File: src/shadow_set_cfg.svh
/*
  Holds the offsets, field positions and reset values of the shadow set
  selector as macros. Assumes it is included by bare name, once or more.
*/
`ifndef SHADOW_SET_CFG_SVH
`define SHADOW_SET_CFG_SVH

// Register offsets on the plain register port.
`define OFS_SET_CONTROL  4'h0
`define OFS_VECTOR_MAP   4'h1
// Field positions inside the control word.
`define POS_CURRENT      0
`define POS_PREVIOUS     6
`define POS_EXCEPTION    12
`define POS_EXT_CTRL     18
`define POS_HIGHEST      26
// Reset value of every writable set field.
`define SET_RESET        4'h0
// Preset highest implemented set number.
`define HIGHEST_DEFAULT  4'hf

`endif

File: src/shadow_set_pkg.sv
/*
  Holds the types of the shadow set selector. Assumes nothing else.
*/
package shadow_set_pkg;
  // A shadow set number.
  typedef logic [3:0] set_num_t;
  // Kind of kernel entry being taken.
  typedef enum logic [1:0] {ENTRY_NONE, ENTRY_EXC, ENTRY_INT} entry_t;
endpackage

File: src/shadow_set_select.sv
/*
  Holds the shadow register set selector of a processor core: control
  word, per-vector map and the current/previous set tracking.
  Assumes a core that pulses entry and return strobes on REF_CLK and an
  external controller whose set number is on the same clock.
*/
// The placing of the registers and the address-and-strobe port are this design's own decisions.
// Summary of operation
// RULE1 - Entry copies current set into previous set
// RULE2 - Return with boot vectors clear restores current
// RULE3 - Error level, debug, nested entries freeze sets
// RULE4 - Return under error level or boot vectors holds
// RULE5 - Current set is read only to software
// RULE6 - Software never writes previous above highest set (a write is stored without a check against HIGHEST_SET)
// RULE7 - Reserved bits read as zero
// RULE8 - Every allowed entry loads new current set
// RULE9 - Exceptions and plain interrupts use exception set
// RULE10 - Vectored interrupts use the per-vector map
// RULE11 - External mode uses the controller supplied set
// RULE12 - Exception set field is software writable
// RULE13 - Highest set field is preset and read only
// RULE14 - External mode latches controller set per interrupt
// RULE15 - No shadow sets holds both fields at zero
`timescale 1ns/1ps
`include "shadow_set_cfg.svh"

module shadow_set_select
  import shadow_set_pkg::*;
#(
  parameter logic [3:0] HIGHEST_SET = `HIGHEST_DEFAULT
)
(
  input  wire logic        REF_CLK,
  input  wire logic        RESET_N,
  input  wire logic [3:0]  ADDR,
  input  wire logic [31:0] WDATA,
  input  wire logic        WR_STB,
  input  wire logic        RD_STB,
  output logic      [31:0] RDATA,
  input  wire logic        EXC_ENTRY,
  input  wire logic        INT_ENTRY,
  input  wire logic        SETS_ERROR_LEVEL,
  input  wire logic        DEBUG_ENTRY,
  input  wire logic        EXC_RETURN,
  input  wire logic        ERROR_LEVEL,
  input  wire logic        EXCEPTION_LEVEL,
  input  wire logic        BOOT_VECTORS,
  input  wire logic        VECTOR_SELECT,
  input  wire logic        EXT_INT_MODE,
  input  wire logic        VECTORED_INT_IMPL,
  input  wire logic [2:0]  VECTOR_NUMBER,
  input  wire logic [3:0]  EXT_CTRL_SET_IN,
  output logic      [3:0]  CURRENT_SET
);

  //**********************************************************************
  // State
  //**********************************************************************
  set_num_t    current_reg,   current_next;   // Current set number.
  set_num_t    previous_reg,  previous_next;  // Previous set number.
  set_num_t    exception_reg, exception_next; // Set for plain entries.
  set_num_t    ext_ctrl_reg,  ext_ctrl_next;  // Controller supplied set.
  logic [31:0] map_reg,       map_next;       // Per-vector set map.
  logic [31:0] rdata_reg,     rdata_next;     // Registered read data.
  entry_t      entry;                         // Kind of entry now.
  logic        frozen;                        // Entry may not touch sets.
  set_num_t    new_set;                       // Set chosen for the entry.
  logic        have_sets;                     // Shadow sets exist.

  // Picks one four-bit map field by vector number.
  function automatic set_num_t map_field(input logic [31:0] map,
                                         input logic [2:0]  idx);
    map_field = map[{idx, 2'b00} +: 4];
  endfunction

  // Builds the control word with reserved bits as zero.
  function automatic logic [31:0] control_word(input set_num_t cur,
    input set_num_t prev, input set_num_t exc, input set_num_t ext,
    input set_num_t hi);
    control_word = 32'h0000_0000;
    control_word[`POS_CURRENT +: 4]   = cur;
    control_word[`POS_PREVIOUS +: 4]  = prev;
    control_word[`POS_EXCEPTION +: 4] = exc;
    control_word[`POS_EXT_CTRL +: 4]  = ext;
    control_word[`POS_HIGHEST +: 4]   = hi;
  endfunction

  //**********************************************************************
  // Entry classification and set choice
  //**********************************************************************
  // Decides what kind of entry happens and which set it selects.
  always_comb
  begin
    have_sets = (HIGHEST_SET != 4'h0);
    if (INT_ENTRY)
      entry = ENTRY_INT;
    else if (EXC_ENTRY)
      entry = ENTRY_EXC;
    else
      entry = ENTRY_NONE;
    // Error-level entries, debug entry and nested entries leave sets.
    frozen = SETS_ERROR_LEVEL || DEBUG_ENTRY || EXCEPTION_LEVEL ||
             BOOT_VECTORS; // RULE3
    // Exceptions and non-vectored interrupts use the exception set.
    new_set = exception_reg; // RULE9
    if (entry == ENTRY_INT && VECTOR_SELECT)
    begin
      if (EXT_INT_MODE)
        new_set = EXT_CTRL_SET_IN; // RULE11
      else if (VECTORED_INT_IMPL)
        new_set = map_field(map_reg, VECTOR_NUMBER); // RULE10
    end
  end

  //**********************************************************************
  // Next state of the set fields and registers
  //**********************************************************************
  // Merges software writes with hardware entry and return updates.
  always_comb
  begin
    current_next   = current_reg;
    previous_next  = previous_reg;
    exception_next = exception_reg;
    ext_ctrl_next  = ext_ctrl_reg;
    map_next       = map_reg;
    rdata_next     = 32'h0000_0000;
    // Software writes; the current field ignores writes.
    if (WR_STB && ADDR == `OFS_SET_CONTROL)
    begin
      previous_next  = WDATA[`POS_PREVIOUS +: 4]; // RULE1
      exception_next = WDATA[`POS_EXCEPTION +: 4]; // RULE12
    end
    else if (WR_STB && ADDR == `OFS_VECTOR_MAP)
      map_next = WDATA;
    // Controller set is latched on each interrupt in external mode.
    if (entry == ENTRY_INT && EXT_INT_MODE)
      ext_ctrl_next = EXT_CTRL_SET_IN; // RULE14
    // Hardware entry wins over a software write in the same cycle.
    if (entry != ENTRY_NONE && !frozen)
    begin
      previous_next = current_reg; // RULE1
      current_next  = new_set; // RULE8
    end
    // A return under error level or boot vectors keeps current.
    else if (EXC_RETURN && !ERROR_LEVEL && !BOOT_VECTORS) // RULE4
      current_next = previous_next; // RULE2 RULE5
    if (!have_sets)
    begin
      current_next  = 4'h0; // RULE15
      previous_next = 4'h0; // RULE15
    end
    // Reads of unmapped offsets return zero.
    if (RD_STB && ADDR == `OFS_SET_CONTROL)
      rdata_next = control_word(current_reg, previous_reg, exception_reg,
        EXT_INT_MODE ? ext_ctrl_reg : 4'h0, HIGHEST_SET); // RULE7 RULE13
    else if (RD_STB && ADDR == `OFS_VECTOR_MAP)
      rdata_next = map_reg;
  end

  //**********************************************************************
  // Registers
  //**********************************************************************
  // Registers every field with a synchronous active-low reset.
  always_ff @(posedge REF_CLK)
  begin
    if (!RESET_N)
    begin
      current_reg   <= `SET_RESET;
      previous_reg  <= `SET_RESET;
      exception_reg <= `SET_RESET;
      ext_ctrl_reg  <= `SET_RESET;
      map_reg       <= 32'h0000_0000;
      rdata_reg     <= 32'h0000_0000;
    end
    else
    begin
      current_reg   <= current_next;
      previous_reg  <= previous_next;
      exception_reg <= exception_next;
      ext_ctrl_reg  <= ext_ctrl_next;
      map_reg       <= map_next;
      rdata_reg     <= rdata_next;
    end
  end

  // Outputs come straight from flip-flops.
  assign RDATA       = rdata_reg;
  assign CURRENT_SET = current_reg;

  //**********************************************************************
  // Assertions
  //**********************************************************************
  // Entry saves the old current set before loading a new one.
  a_entry_saves_prev: assert property (@(posedge REF_CLK) // RULE1
    disable iff (!RESET_N)
    (INT_ENTRY || EXC_ENTRY) && !frozen && HIGHEST_SET != 4'h0
    |=> previous_reg == $past(current_reg))
    else $error("Previous set not saved on entry.");

  // A write in the same cycle changes what return copies, so it is left
  // out here; the merge order in the next-state logic covers that case.
  a_return_restores: assert property (@(posedge REF_CLK) // RULE2
    disable iff (!RESET_N)
    EXC_RETURN && !INT_ENTRY && !EXC_ENTRY && !ERROR_LEVEL &&
    !BOOT_VECTORS && !WR_STB |=> current_reg == $past(previous_reg))
    else $error("Return did not restore current set.");

  // Frozen entries leave the current set alone.
  a_frozen_entry: assert property (@(posedge REF_CLK) // RULE3
    disable iff (!RESET_N)
    (INT_ENTRY || EXC_ENTRY) && frozen && !EXC_RETURN
    |=> $stable(current_reg))
    else $error("Frozen entry changed current set.");

  // Frozen entries leave the previous set alone unless software writes.
  a_frozen_keeps_prev: assert property (@(posedge REF_CLK) // RULE3
    disable iff (!RESET_N)
    (INT_ENTRY || EXC_ENTRY) && frozen && !WR_STB
    |=> $stable(previous_reg))
    else $error("Frozen entry changed previous set.");

  // A held return keeps the current set.
  a_return_held: assert property (@(posedge REF_CLK) // RULE4
    disable iff (!RESET_N)
    EXC_RETURN && (ERROR_LEVEL || BOOT_VECTORS) &&
    !INT_ENTRY && !EXC_ENTRY |=> $stable(current_reg))
    else $error("Return changed current set while held.");

  // Without entry or return the current set never moves.
  a_cur_read_only: assert property (@(posedge REF_CLK) // RULE5
    disable iff (!RESET_N)
    !INT_ENTRY && !EXC_ENTRY && !EXC_RETURN |=> $stable(current_reg))
    else $error("Current set changed without cause.");

  // Reset clears both set fields; it has no disable term on purpose.
  a_reset_clears: assert property (@(posedge REF_CLK) // RULE8
    !RESET_N |=> current_reg == 4'h0 && previous_reg == 4'h0)
    else $error("Reset left a set field nonzero.");

  // Reserved bits of the control word read as zero. The map word has
  // no reserved bits, so only control reads are watched.
  a_reserved_zero: assert property (@(posedge REF_CLK) // RULE7
    disable iff (!RESET_N)
    RD_STB && ADDR == `OFS_SET_CONTROL
    |=> RDATA[31:30] == 2'h0 && RDATA[25:22] == 4'h0 &&
    RDATA[17:16] == 2'h0 && RDATA[11:10] == 2'h0 && RDATA[5:4] == 2'h0)
    else $error("Reserved bits read as nonzero.");

  // The preset highest set number shows in every control read.
  a_highest_read: assert property (@(posedge REF_CLK) // RULE13
    disable iff (!RESET_N)
    RD_STB && ADDR == `OFS_SET_CONTROL
    |=> RDATA[`POS_HIGHEST +: 4] == HIGHEST_SET)
    else $error("Highest set field read wrong.");

  // A control write always lands in the exception set field.
  a_exc_set_write: assert property (@(posedge REF_CLK) // RULE12
    disable iff (!RESET_N)
    WR_STB && ADDR == `OFS_SET_CONTROL
    |=> exception_reg == $past(WDATA[`POS_EXCEPTION +: 4]))
    else $error("Exception set field not written.");

  // Plain exceptions load the exception set.
  a_exc_set_used: assert property (@(posedge REF_CLK) // RULE9
    disable iff (!RESET_N)
    EXC_ENTRY && !INT_ENTRY && !frozen && HIGHEST_SET != 4'h0
    |=> current_reg == $past(exception_reg))
    else $error("Exception did not load exception set.");

  // Interrupts with vector select clear are treated as exceptions.
  a_plain_int_set: assert property (@(posedge REF_CLK) // RULE9
    disable iff (!RESET_N)
    INT_ENTRY && !VECTOR_SELECT && !frozen && HIGHEST_SET != 4'h0
    |=> current_reg == $past(exception_reg))
    else $error("Plain interrupt did not load exception set.");

  // Vectored interrupts take the map field picked by the vector number.
  a_vector_map_set: assert property (@(posedge REF_CLK) // RULE10
    disable iff (!RESET_N)
    INT_ENTRY && VECTOR_SELECT && !EXT_INT_MODE && VECTORED_INT_IMPL &&
    !frozen && HIGHEST_SET != 4'h0
    |=> current_reg == $past(map_reg[VECTOR_NUMBER * 4 +: 4]))
    else $error("Vectored interrupt did not use map field.");

  // External mode takes the controller's set number.
  a_ext_uses_ctrl: assert property (@(posedge REF_CLK) // RULE11
    disable iff (!RESET_N)
    INT_ENTRY && VECTOR_SELECT && EXT_INT_MODE && !frozen &&
    HIGHEST_SET != 4'h0 |=> current_reg == $past(EXT_CTRL_SET_IN))
    else $error("External mode did not use controller set.");

  // The controller's set is latched on every interrupt in external mode,
  // frozen or not, so control reads in external mode show what was last offered.
  a_ext_latch: assert property (@(posedge REF_CLK) // RULE14
    disable iff (!RESET_N)
    INT_ENTRY && EXT_INT_MODE |=> ext_ctrl_reg == $past(EXT_CTRL_SET_IN))
    else $error("Controller set not latched.");

  // Read data stands for one cycle only and is zero otherwise.
  a_rdata_idle: assert property (@(posedge REF_CLK)
    disable iff (!RESET_N)
    !RD_STB |=> RDATA == 32'h0000_0000)
    else $error("Read data stood without a read.");

endmodule

File: config.mk
export PLATFORM = sky130hd
export DESIGN_NAME = shadow_set_select
export DESIGN_NICKNAME = d
export VERILOG_FILES = /design/src/shadow_set_pkg.sv /design/src/shadow_set_select.sv
export VERILOG_INCLUDE_DIRS = /design/src /design/src/src
export SDC_FILE = /design/constraint.sdc
export NUM_CORES = 1
export LEC_CHECK = 0
export BUFFER_PORTS_ARGS = -buffer_cell sky130_fd_sc_hd__buf_2
export CORE_AREA = 2 2 80 82
export DETAILED_ROUTE_END_ITERATION = 8
export DIE_AREA = 0 0 82 84
export PLACE_DENSITY_LB_ADDON = 0.08
export RECOVER_POWER = 100
export SYNTH_ARGS = -nofsm -noshare
export SYNTH_HDL_FRONTEND = slang
export SYNTH_SLANG_ARGS = --single-unit
File: constraint.sdc
create_clock -name REF_CLK -period 2.8 [get_ports REF_CLK]
set_input_delay 0.28 -clock REF_CLK [delete_from_list [all_inputs] [get_ports REF_CLK]]
set_output_delay 0.28 -clock REF_CLK [all_outputs]
set_load 0.01 [all_outputs]
==> results of run 1 <==
==> cells in the mapped netlist (2+ instances only) <==
master	number	area [um^2]
nor2_4	2	22.5
mux2_2	3	33.8
o41ai_1	2	17.5
a2111oi_0	5	43.8
a31oi_1	3	18.8
nand3_1	10	50.1
a32o_1	4	40.0
and2_1	13	81.3
a21o_1	4	30.0
o2111a_1	3	33.8
o21ai_0	13	65.1
dfxtp_1	80	1600
nor2_1	9	33.8
nand2b_1	3	18.8
nand4b_1	3	26.3
nor2b_1	7	43.8
buf_2	10	50.1
a211oi_1	5	37.5
a21oi_1	41	205
a22o_1	12	105
mux4_2	3	67.6
nand2_1	79	297
a311oi_1	3	26.3
clkbuf_1	12	45.0
inv_1	2	7.51
==> worst max-delay path: cells and delay by family <==
kind	cells	cell delay, ns
buf+inv	3	1.04
simple gates	2	0.91
compound gates	1	0.19
==> cell usage in the layout, fill, tap and decap left out, types with 3 or more instances in the layout <==
| cell | instances |
|---|---|
| a32o_1 | 4 |
| a311oi_1 | 3 |
| o2111a_1 | 3 |
| a2111oi_0 | 5 |
| nand4b_1 | 3 |
| a21oi_1 | 41 |
| a22o_1 | 12 |
| dfxtp_1 | 80 |
| clkbuf_8 | 9 |
| a211oi_1 | 5 |
| nand2b_1 | 3 |
| nand3_1 | 10 |
| clkbuf_1 | 39 |
| buf_4 | 3 |
| nor2b_1 | 7 |
| and2_1 | 11 |
| inv_1 | 3 |
| buf_2 | 56 |
| nand2_1 | 79 |
| mux4_2 | 3 |
| nor2_1 | 10 |
| a21o_1 | 4 |
| o21ai_0 | 13 |
| a31oi_1 | 3 |
==> cell type report <==
type	count	area, um^2
timing repair buffer	97	445
sequential	80	1600
clock buffer	10	128
inverter	3	11.3
clock inverter	6	90.1
tap	77	96.3
multi-input combinational	245	1460
fill	585	2260
==> cells by family (layout without fill, tap and decap cells) <==
kind of cell | after synthesis | after routing | synth area share (%)
DFF | 80 | 80 | 49.9
buffers and inverters | 29 | 116 | 4.17
muxes | 7 | 7 | 3.47
AOI/OAI and AO/OA | 101 | 101 | 21.2
and+or+nand+nor | 137 | 137 | 21.2
==> layer usage <==
layer | up-vias | global-route usage, % | routed length [um]
li1 | 1418 | - | -
met1 | 1338 | 33.9 | 3620
met2 | 129 | 37.0 | 3810
met3 | 14 | 5.41 | 656
met4 | 0 | 11.4 | 164
met5 | - | 0 | 0
==> report_power, final <==
part | internal (mW) | leakage [nW] | switching (mW)
Sequential | 1.15 | 0.646 | 0.0139
Combinational | 0.0619 | 0.695 | 0.0874
Clock | 0.507 | 0.107 | 0.430
==> how the worst max path moves through the flow <==
stage	from	end	cells after the start	slack, ns
final	RESET_N	RDATA[8]	6	0.66
after global routing	RESET_N	RDATA[15]	6	0.52
after CTS	ADDR[2]	CURRENT_SET[2]	5	1.11
after detailed placement	RESET_N	RDATA[17]	6	0.74
after global placement	ADDR[2]	CURRENT_SET[2]	5	0.79
after floorplan	ADDR[3]	CURRENT_SET[2]	5	1.03
==> results_dict.tcl, run 1 <==
set metrics [dict create \
    dieHeight_um 84 \
    leakagePower_nw 1.45 \
    dp_hpwl_um 5800 \
    syn_to_final_growth_pct 19.4 \
    required_ns 3.09 \
    async_flop_share_pct 0 \
    hold-worst-slack_ns 0.150 \
    endpoint_kind "flop" \
    cts_setup_buffers 0 \
    drive_gt1_share_pct 19.7 \
    clkSinkCount 80 \
    yosys_warnings 0 \
    fin_worst_skew_ns 0.0126 \
    worstSetupPathType "primary input to flop" \
    dp_slack_ns 0.744 \
    reg2reg_slack_ns 1.37 \
    synth_edf_count 0 \
    rr_worst_depth 4 \
    grt_max_degree 45 \
    utilization_pct 62.9 \
    numCtsBuffers 9 \
    wl_um 8250 \
    ctsHoldBuffers 0 \
    syn-cell-area_mm2 0.00321 \
    drtIter0Drc 145 \
    clkLatencyLatePin_ns 0.36 \
    crit_path_start_kind "primary input" \
    fin_ws_ns 0.663 \
    finalCriticalPeriod_ns 2.14 \
    r2r_end "CURRENT_SET[0]" \
    whs_endpoint "map_reg[31]" \
    yosys.cell_types.count 48 \
    die-area_mm2 0.00689 \
    nNetsFinal 494 \
    viasPerCell 5.60 \
    die_x_um 82 \
    ant_nets 0 \
    initial_utilization_pct 52.6 \
    peakVddDrop_v 0.000323 \
    min_from "WDATA[31]" \
    vias 2899 \
    firstDrtPassIters 5 \
    cts_resized 0 \
    cts_tree "built" \
    ys_seq_area_share_pct 49.9 \
    root_buffer "clkbuf_8" \
    cts_max_level 3 \
    grt_usage_pct 24.8 \
    worst_slew_pin_slew_ns 1.43 \
    syn-num-nets 412 \
    pin_count 94 \
    row_count 29 \
    p_per_area_mw_per_mm2 588 \
    core_area_mm2 0.00610 \
    crit_slowest_cell "or4b_1" \
    grt_pass1_wl_um 12700 \
    place.gp.congestion 0.913 \
    antennaDiodeCount 0 \
    min_path_cells 3 \
    synthCells 354 \
    reg2reg_from "map_reg[16]" \
    worstHoldPathType "primary input to flop" \
    finalHoldViolCount 0 \
    finalSetupViolCount 0 \
    rsz0062_at_grt "no" \
    post_drt_wl_per_cell_um 15.9 \
    antenna_found_initial 0 \
    status "completed" \
    first_global_vias 2579 \
    place_area_mm2 0.00368 \
    cp_cell_sequence "buf_2 > inv_1 > or4b_1 > nor3_4 > buf_4 > a22o_1" \
    cp_slowest_stage_delay_ns 0.77 \
    stdcell_count 518 \
    ctsLongestPathBuffers 2 \
    setup_tns_ns 0 \
    fmax_mhz 468 \
    post-route-period-util_pct 76.3 \
    grt_overflow 0 \
    stdcell_area_mm2 0.00383 \
    synth_flop_cell "dfxtp_1" \
    synth_seq_cells 80 \
    slew_headroom_pct 4.91 \
    worstPathArrival_ns 2.43 \
    placed_cells 502 \
    power_mw 2.25 \
    crit_fanout 44 \
    port_buffers 93 \
    drc 0 \
    drv_cap 0 \
    clk_pin_slew_ns 0.09 \
    syn_avg_cell_area_um2 9.07 \
    slew_viol_final 0 \
]
No activity file was read; power rests on OpenSTA's default activity.
==> inputs of run 2 (changes only) <==
--- a/config.mk
+++ b/config.mk
@@ -7,9 +7,9 @@
 export NUM_CORES = 1
 export LEC_CHECK = 0
 export BUFFER_PORTS_ARGS = -buffer_cell sky130_fd_sc_hd__buf_2
-export CORE_AREA = 2 2 80 82
+export CORE_AREA = 2 2 83 85
 export DETAILED_ROUTE_END_ITERATION = 8
-export DIE_AREA = 0 0 82 84
+export DIE_AREA = 0 0 85 87
 export PLACE_DENSITY_LB_ADDON = 0.08
 export RECOVER_POWER = 100
 export SYNTH_ARGS = -nofsm -noshare
==> constraint.sdc (replaced) <==
create_clock -name REF_CLK -period 2.17 [get_ports REF_CLK]
set_input_delay 0.217 -clock REF_CLK [delete_from_list [all_inputs] [get_ports REF_CLK]]
set_output_delay 0.217 -clock REF_CLK [all_outputs]
set_load 0.01 [all_outputs]
==> run 2 against run 1 <==
  * Sequential cell count stayed put
  * Non-clock buffer count is 2 higher
  * Worst hold slack worse by 0.053 ns
  * Combinational power is 31% higher
  * Setup slack worse by 0.27 ns
  * Via count is 2.0% lower
  * Final cell count is 0.77% higher
  * Die area is 7.4% higher
  * Power is 29% higher
  * Utilization is 4.2 points lower
==> results_dict.tcl, run 2 (synthesis results as in run 1) <==
set metrics [dict create \
    clkSinkCount 80 \
    initial_utilization_pct 48.9 \
    slew_headroom_pct 39.3 \
    drc 0 \
    pin_count 94 \
    core_area_mm2 0.00657 \
    place.gp.congestion 0.856 \
    rr_worst_depth 4 \
    status "completed" \
    endpoint_kind "flop" \
    min_path_cells 3 \
    antennaDiodeCount 0 \
    stdcell_count 522 \
    worstHoldPathType "primary input to flop" \
    peakVddDrop_v 0.000442 \
    finalCriticalPeriod_ns 1.78 \
    viasPerCell 5.44 \
    fmax_mhz 562 \
    place_area_mm2 0.00370 \
    stdcell_area_mm2 0.00385 \
    finalSetupViolCount 0 \
    p_per_area_mw_per_mm2 754 \
    port_buffers 93 \
    crit_buf_inv 1 \
    ctsHoldBuffers 0 \
    leakagePower_nw 1.46 \
    worstSetupPathType "primary input to flop" \
    crit_path_start_kind "primary input" \
    die-area_mm2 0.00740 \
    rsz0062_at_grt "no" \
    grt_max_degree 44 \
    power_mw 2.90 \
    antenna_found_initial 0 \
    firstDrtPassIters 5 \
    die_x_um 85 \
    min_from "WDATA[4]" \
    placed_cells 507 \
    cts_max_level 3 \
    drive_gt1_share_pct 20.4 \
    syn_to_final_growth_pct 20.0 \
    root_buffer "clkbuf_8" \
    row_count 30 \
    finalHoldViolCount 0 \
    cts_setup_buffers 0 \
    fin_worst_skew_ns 0.00883 \
    reg2reg_from "map_reg[19]" \
    cts_tree "built" \
    wl_um 8530 \
    clkLatencyLatePin_ns 0.35 \
    whs_endpoint "map_reg[4]" \
    nNetsFinal 496 \
    numCtsBuffers 9 \
    final_cell_mix "dfxtp_1 (80), nand2_1 (79), buf_2 (55), a21oi_1 (41), clkbuf_1 (38)" \
    r2r_end "CURRENT_SET[3]" \
    required_ns 2.41 \
    vias 2842 \
    slew_viol_final 0 \
    reg2reg_slack_ns 0.82 \
    worst_slew_pin_slew_ns 0.911 \
    drv_cap 0 \
    dieHeight_um 87 \
    ant_nets 0 \
    cp_slowest_stage_delay_ns 0.69 \
    cts_resized 0 \
    cp_cell_sequence "clkbuf_1 > or4b_1 > nor2_1 > mux2_1 > o2111a_1" \
    worstPathArrival_ns 2.02 \
    post_drt_wl_per_cell_um 16.3 \
    grt_usage_pct 24.0 \
    dp_hpwl_um 5980 \
    setup_tns_ns 0 \
    fillers 618 \
    ctsLongestPathBuffers 2 \
    grt_pass1_wl_um 13800 \
    utilization_pct 58.6 \
    first_global_vias 2738 \
    crit_family "simple AND/OR/NAND/NOR gates" \
    grt_overflow 0 \
    crit_fanout 9 \
    post-route-period-util_pct 81.9 \
    drtIter0Drc 166 \
    clk_pin_slew_ns 0.08 \
    crit_slowest_cell "or4b_1" \
    final_common_cell "dfxtp_1" \
]
## run 2: stage by stage
stage | hold WS [ns] | setup slack [ns]
after floorplan | 0.350 | 0.467
after global placement | 0.441 | 0.218
after detailed placement | 0.448 | 0.191
after CTS | 0.0946 | 0.565
after global routing | 0.0908 | 0.279
final | 0.0967 | 0.392
## run 2: routing by layer
layer,share of wire (%),wire [um],track usage (%)
met1,45,3850,31.8
met2,45,3870,38.2
met3,6.7,570,5.97
met4,2.7,231,8.80
met5,0,0,0
## run 2: how the worst max path moves through the flow
stage                  from        endpoint  slack, ns  cells past startpoint
finish              ADDR[2]  CURRENT_SET[2]       0.39                      5
global route        RESET_N        RDATA[2]       0.28                      6
CTS                 ADDR[2]  CURRENT_SET[2]       0.57                      5
detailed placement  ADDR[2]  CURRENT_SET[2]       0.19                      5
global placement    ADDR[2]  CURRENT_SET[2]       0.22                      5
floorplan           ADDR[3]  CURRENT_SET[2]       0.47                      5
## run 2: where the power goes
part	leakage [nW]	switching, mW	total, mW	internal (mW)
combinational	0.701	0.114	0.195	0.0809
clock	0.108	0.530	1.20	0.673
sequential	0.646	0.0179	1.51	1.49
## run 2: cell type report
class                           instances  area, um^2  share of cell area [%]
Clock inverter                          5        81.3                    2.11
Sequential cell                        80        1600                    41.6
Timing Repair Buffer                   99         455                    11.8
Inverter                                3        11.3                   0.292
Clock buffer                           10         138                    3.57
Multi-Input combinational cell        245        1460                    38.0
Tap cell                               80         100                    2.60
## run 2: worst reg2reg max path, stage by stage (launching register included)
cell      delay [ns]
dfxtp_1         0.37
mux2_2          0.18
o21ai_0         0.09
o41ai_1         0.43
o2111a_1        0.23
==> inputs of run 3 (changes only) <==
==> constraint.sdc (replaced) <==
create_clock -name REF_CLK -period 1.75 [get_ports REF_CLK]
set_input_delay 0.175 -clock REF_CLK [delete_from_list [all_inputs] [get_ports REF_CLK]]
set_output_delay 0.175 -clock REF_CLK [all_outputs]
set_load 0.01 [all_outputs]
==> run 3 against run 2 <==
  * Sequential cell count unchanged
  * Global-route usage down 1.2 points
  * First-iteration DRC count increased by 4.2%
  * Sequential share of layout area fell by 0.68 points
  * Clock skew is 0.0015 ns lower
  * Cell area is 1.7% higher
  * Final cell count rose by 1.3%
  * Setup slack worse by 0.16 ns
  * Combinational power rose by 26%
  * Largest power group unchanged
==> results_dict.tcl, run 3 (synthesis results as in run 1) <==
set metrics [dict create \
    slew_viol_final 0 \
    post-route-period-util_pct 86.9 \
    drive_gt1_share_pct 20.7 \
    die_x_um 85 \
    grt_overflow 0 \
    rr_worst_depth 4 \
    slew_headroom_pct 39.5 \
    row_count 30 \
    switching_share_pct 22.8 \
    routed.top_layer "met4" \
    cts_max_level 3 \
    endpoint_kind "flop" \
    die-area_mm2 0.00740 \
    wl_met2_um 3820 \
    stdcell_area_mm2 0.00392 \
    drc 0 \
    reg2reg_from "map_reg[8]" \
    grt_max_degree 44 \
    grt_pass1_wl_um 13200 \
    port_buffers 93 \
    finalCriticalPeriod_ns 1.52 \
    fin_worst_skew_ns 0.00733 \
    nNetsFinal 503 \
    placed_cells 514 \
    initial_utilization_pct 48.9 \
    final_common_cell "dfxtp_1" \
    worst_slew_pin_slew_ns 0.908 \
    hold-worst-slack_ns 0.0549 \
    seqPwrFrac_pct 52.5 \
    drtIter0Drc 173 \
    vias 2873 \
    worstHoldPathType "primary input to flop" \
    dieHeight_um 87 \
    setup_tns_ns 0 \
    pin_count 94 \
    worstPathArrival_ns 1.77 \
    firstDrtPassIters 4 \
    leakagePower_nw 1.49 \
    drv_cap 0 \
    ctsLongestPathBuffers 2 \
    peakVddDrop_v 0.000538 \
    p_per_area_mw_per_mm2 908 \
    worstSetupPathType "primary input to flop" \
    min_path_cells 3 \
    wl_met3_um 636 \
    combPwrFrac_pct 6.9 \
    antenna_found_initial 0 \
    clockPowerShare_pct 40.6 \
    post_drt_wl_per_cell_um 15.6 \
    crit_path_start_kind "primary input" \
    cts_setup_buffers 0 \
    p_switching_uw 811 \
    reg2reg_slack_ns 0.38 \
    status "completed" \
    fmax_mhz 658 \
    ant_nets 0 \
    finalSetupViolCount 0 \
    power_mw 3.56 \
    antennaDiodeCount 0 \
    place_area_mm2 0.00380 \
    dp_hpwl_um 5930 \
    numCtsBuffers 9 \
    required_ns 2.00 \
    core_area_mm2 0.00657 \
    wl_um 8270 \
    final_cell_mix "dfxtp_1 (80), nand2_1 (79), buf_2 (56), a21oi_1 (41), clkbuf_1 (40)" \
    first_global_vias 2683 \
    finalHoldViolCount 0 \
    viasPerCell 5.43 \
    clk_pin_slew_ns 0.08 \
    m1WireLength_um 3700 \
    place.gp.congestion 0.864 \
    r2r_end "CURRENT_SET[0]" \
    p_int_mw 2.74 \
    clkSinkCount 80 \
    stdcell_count 529 \
    crit_fanout 8 \
    ctsHoldBuffers 0 \
    clkLatencyLatePin_ns 0.35 \
    rsz0062_at_grt "no" \
    root_buffer "clkbuf_8" \
    syn_to_final_growth_pct 22.0 \
    cts_resized 0 \
    min_from "WDATA[17]" \
    cts_tree "built" \
    grt_usage_pct 22.8 \
    whs_endpoint "map_reg[17]" \
]
-- run 3: changes by cell type in the layout (fill, tap and decap cells not counted), moves of 2 or more --
cell,before,now
clkbuf_1,38,40
clkinv_2,1,3
buf_12,0,4
clkbuf_2,3,1
buf_4,3,5
-- run 3: layer usage --
layer / GRT usage, % / vias to the layer above
li1: - / 1440
met1: 30.8 / 1299
met2: 36.5 / 121
met3: 4.55 / 13
met4: 8.37 / 0
met5: 0 / -
-- run 3: critical path: stages --
cell and delay (ns):
buf_2 0.09, or4_1 0.67, or2_0 0.34, clkbuf_1 0.23
a311oi_1 0.25
-- run 3: worst max-delay path by stage --
| stage | end | depth (start not counted) | startpoint |
|---|---|---|---|
| CTS | CURRENT_SET[2] | 5 | ADDR[3] |
| global placement | CURRENT_SET[2] | 5 | ADDR[3] |
| detailed placement | CURRENT_SET[2] | 5 | ADDR[3] |
| floorplan | CURRENT_SET[2] | 5 | ADDR[3] |
| finish | previous_reg[3] | 5 | DEBUG_ENTRY |
| global route | previous_reg[1] | 6 | DEBUG_ENTRY |
-- run 3: layout make-up --
type / instances / area, um^2
Clock inverter: 6 / 83.8
Tap cell: 80 / 100
Timing Repair Buffer: 106 / 553
Sequential cell: 80 / 1600
Clock buffer: 9 / 124
Fill cell: 632 / 2650
Multi-Input combinational cell: 245 / 1440
Inverter: 3 / 11.3
-- run 3: through the flow --
step,utilization [%],worst slack (ns)
2_1_floorplan,-,0.0891
3_3_place_gp,57.8,-0.0303
3_5_place_dp,57.8,-0.0620
4_1_cts,61.0,0.301
5_1_grt,59.6,0.113
6_report,59.6,0.230
-- run 3: power by group through the flow --
stage	registers, mW	logic [mW]	clock network (mW)
global route	1.87	0.274	1.53
floorplan	1.90	0.134	0
global placement	1.91	0.253	0
finish	1.87	0.246	1.44
detailed placement	1.91	0.256	0
CTS	1.87	0.256	1.45
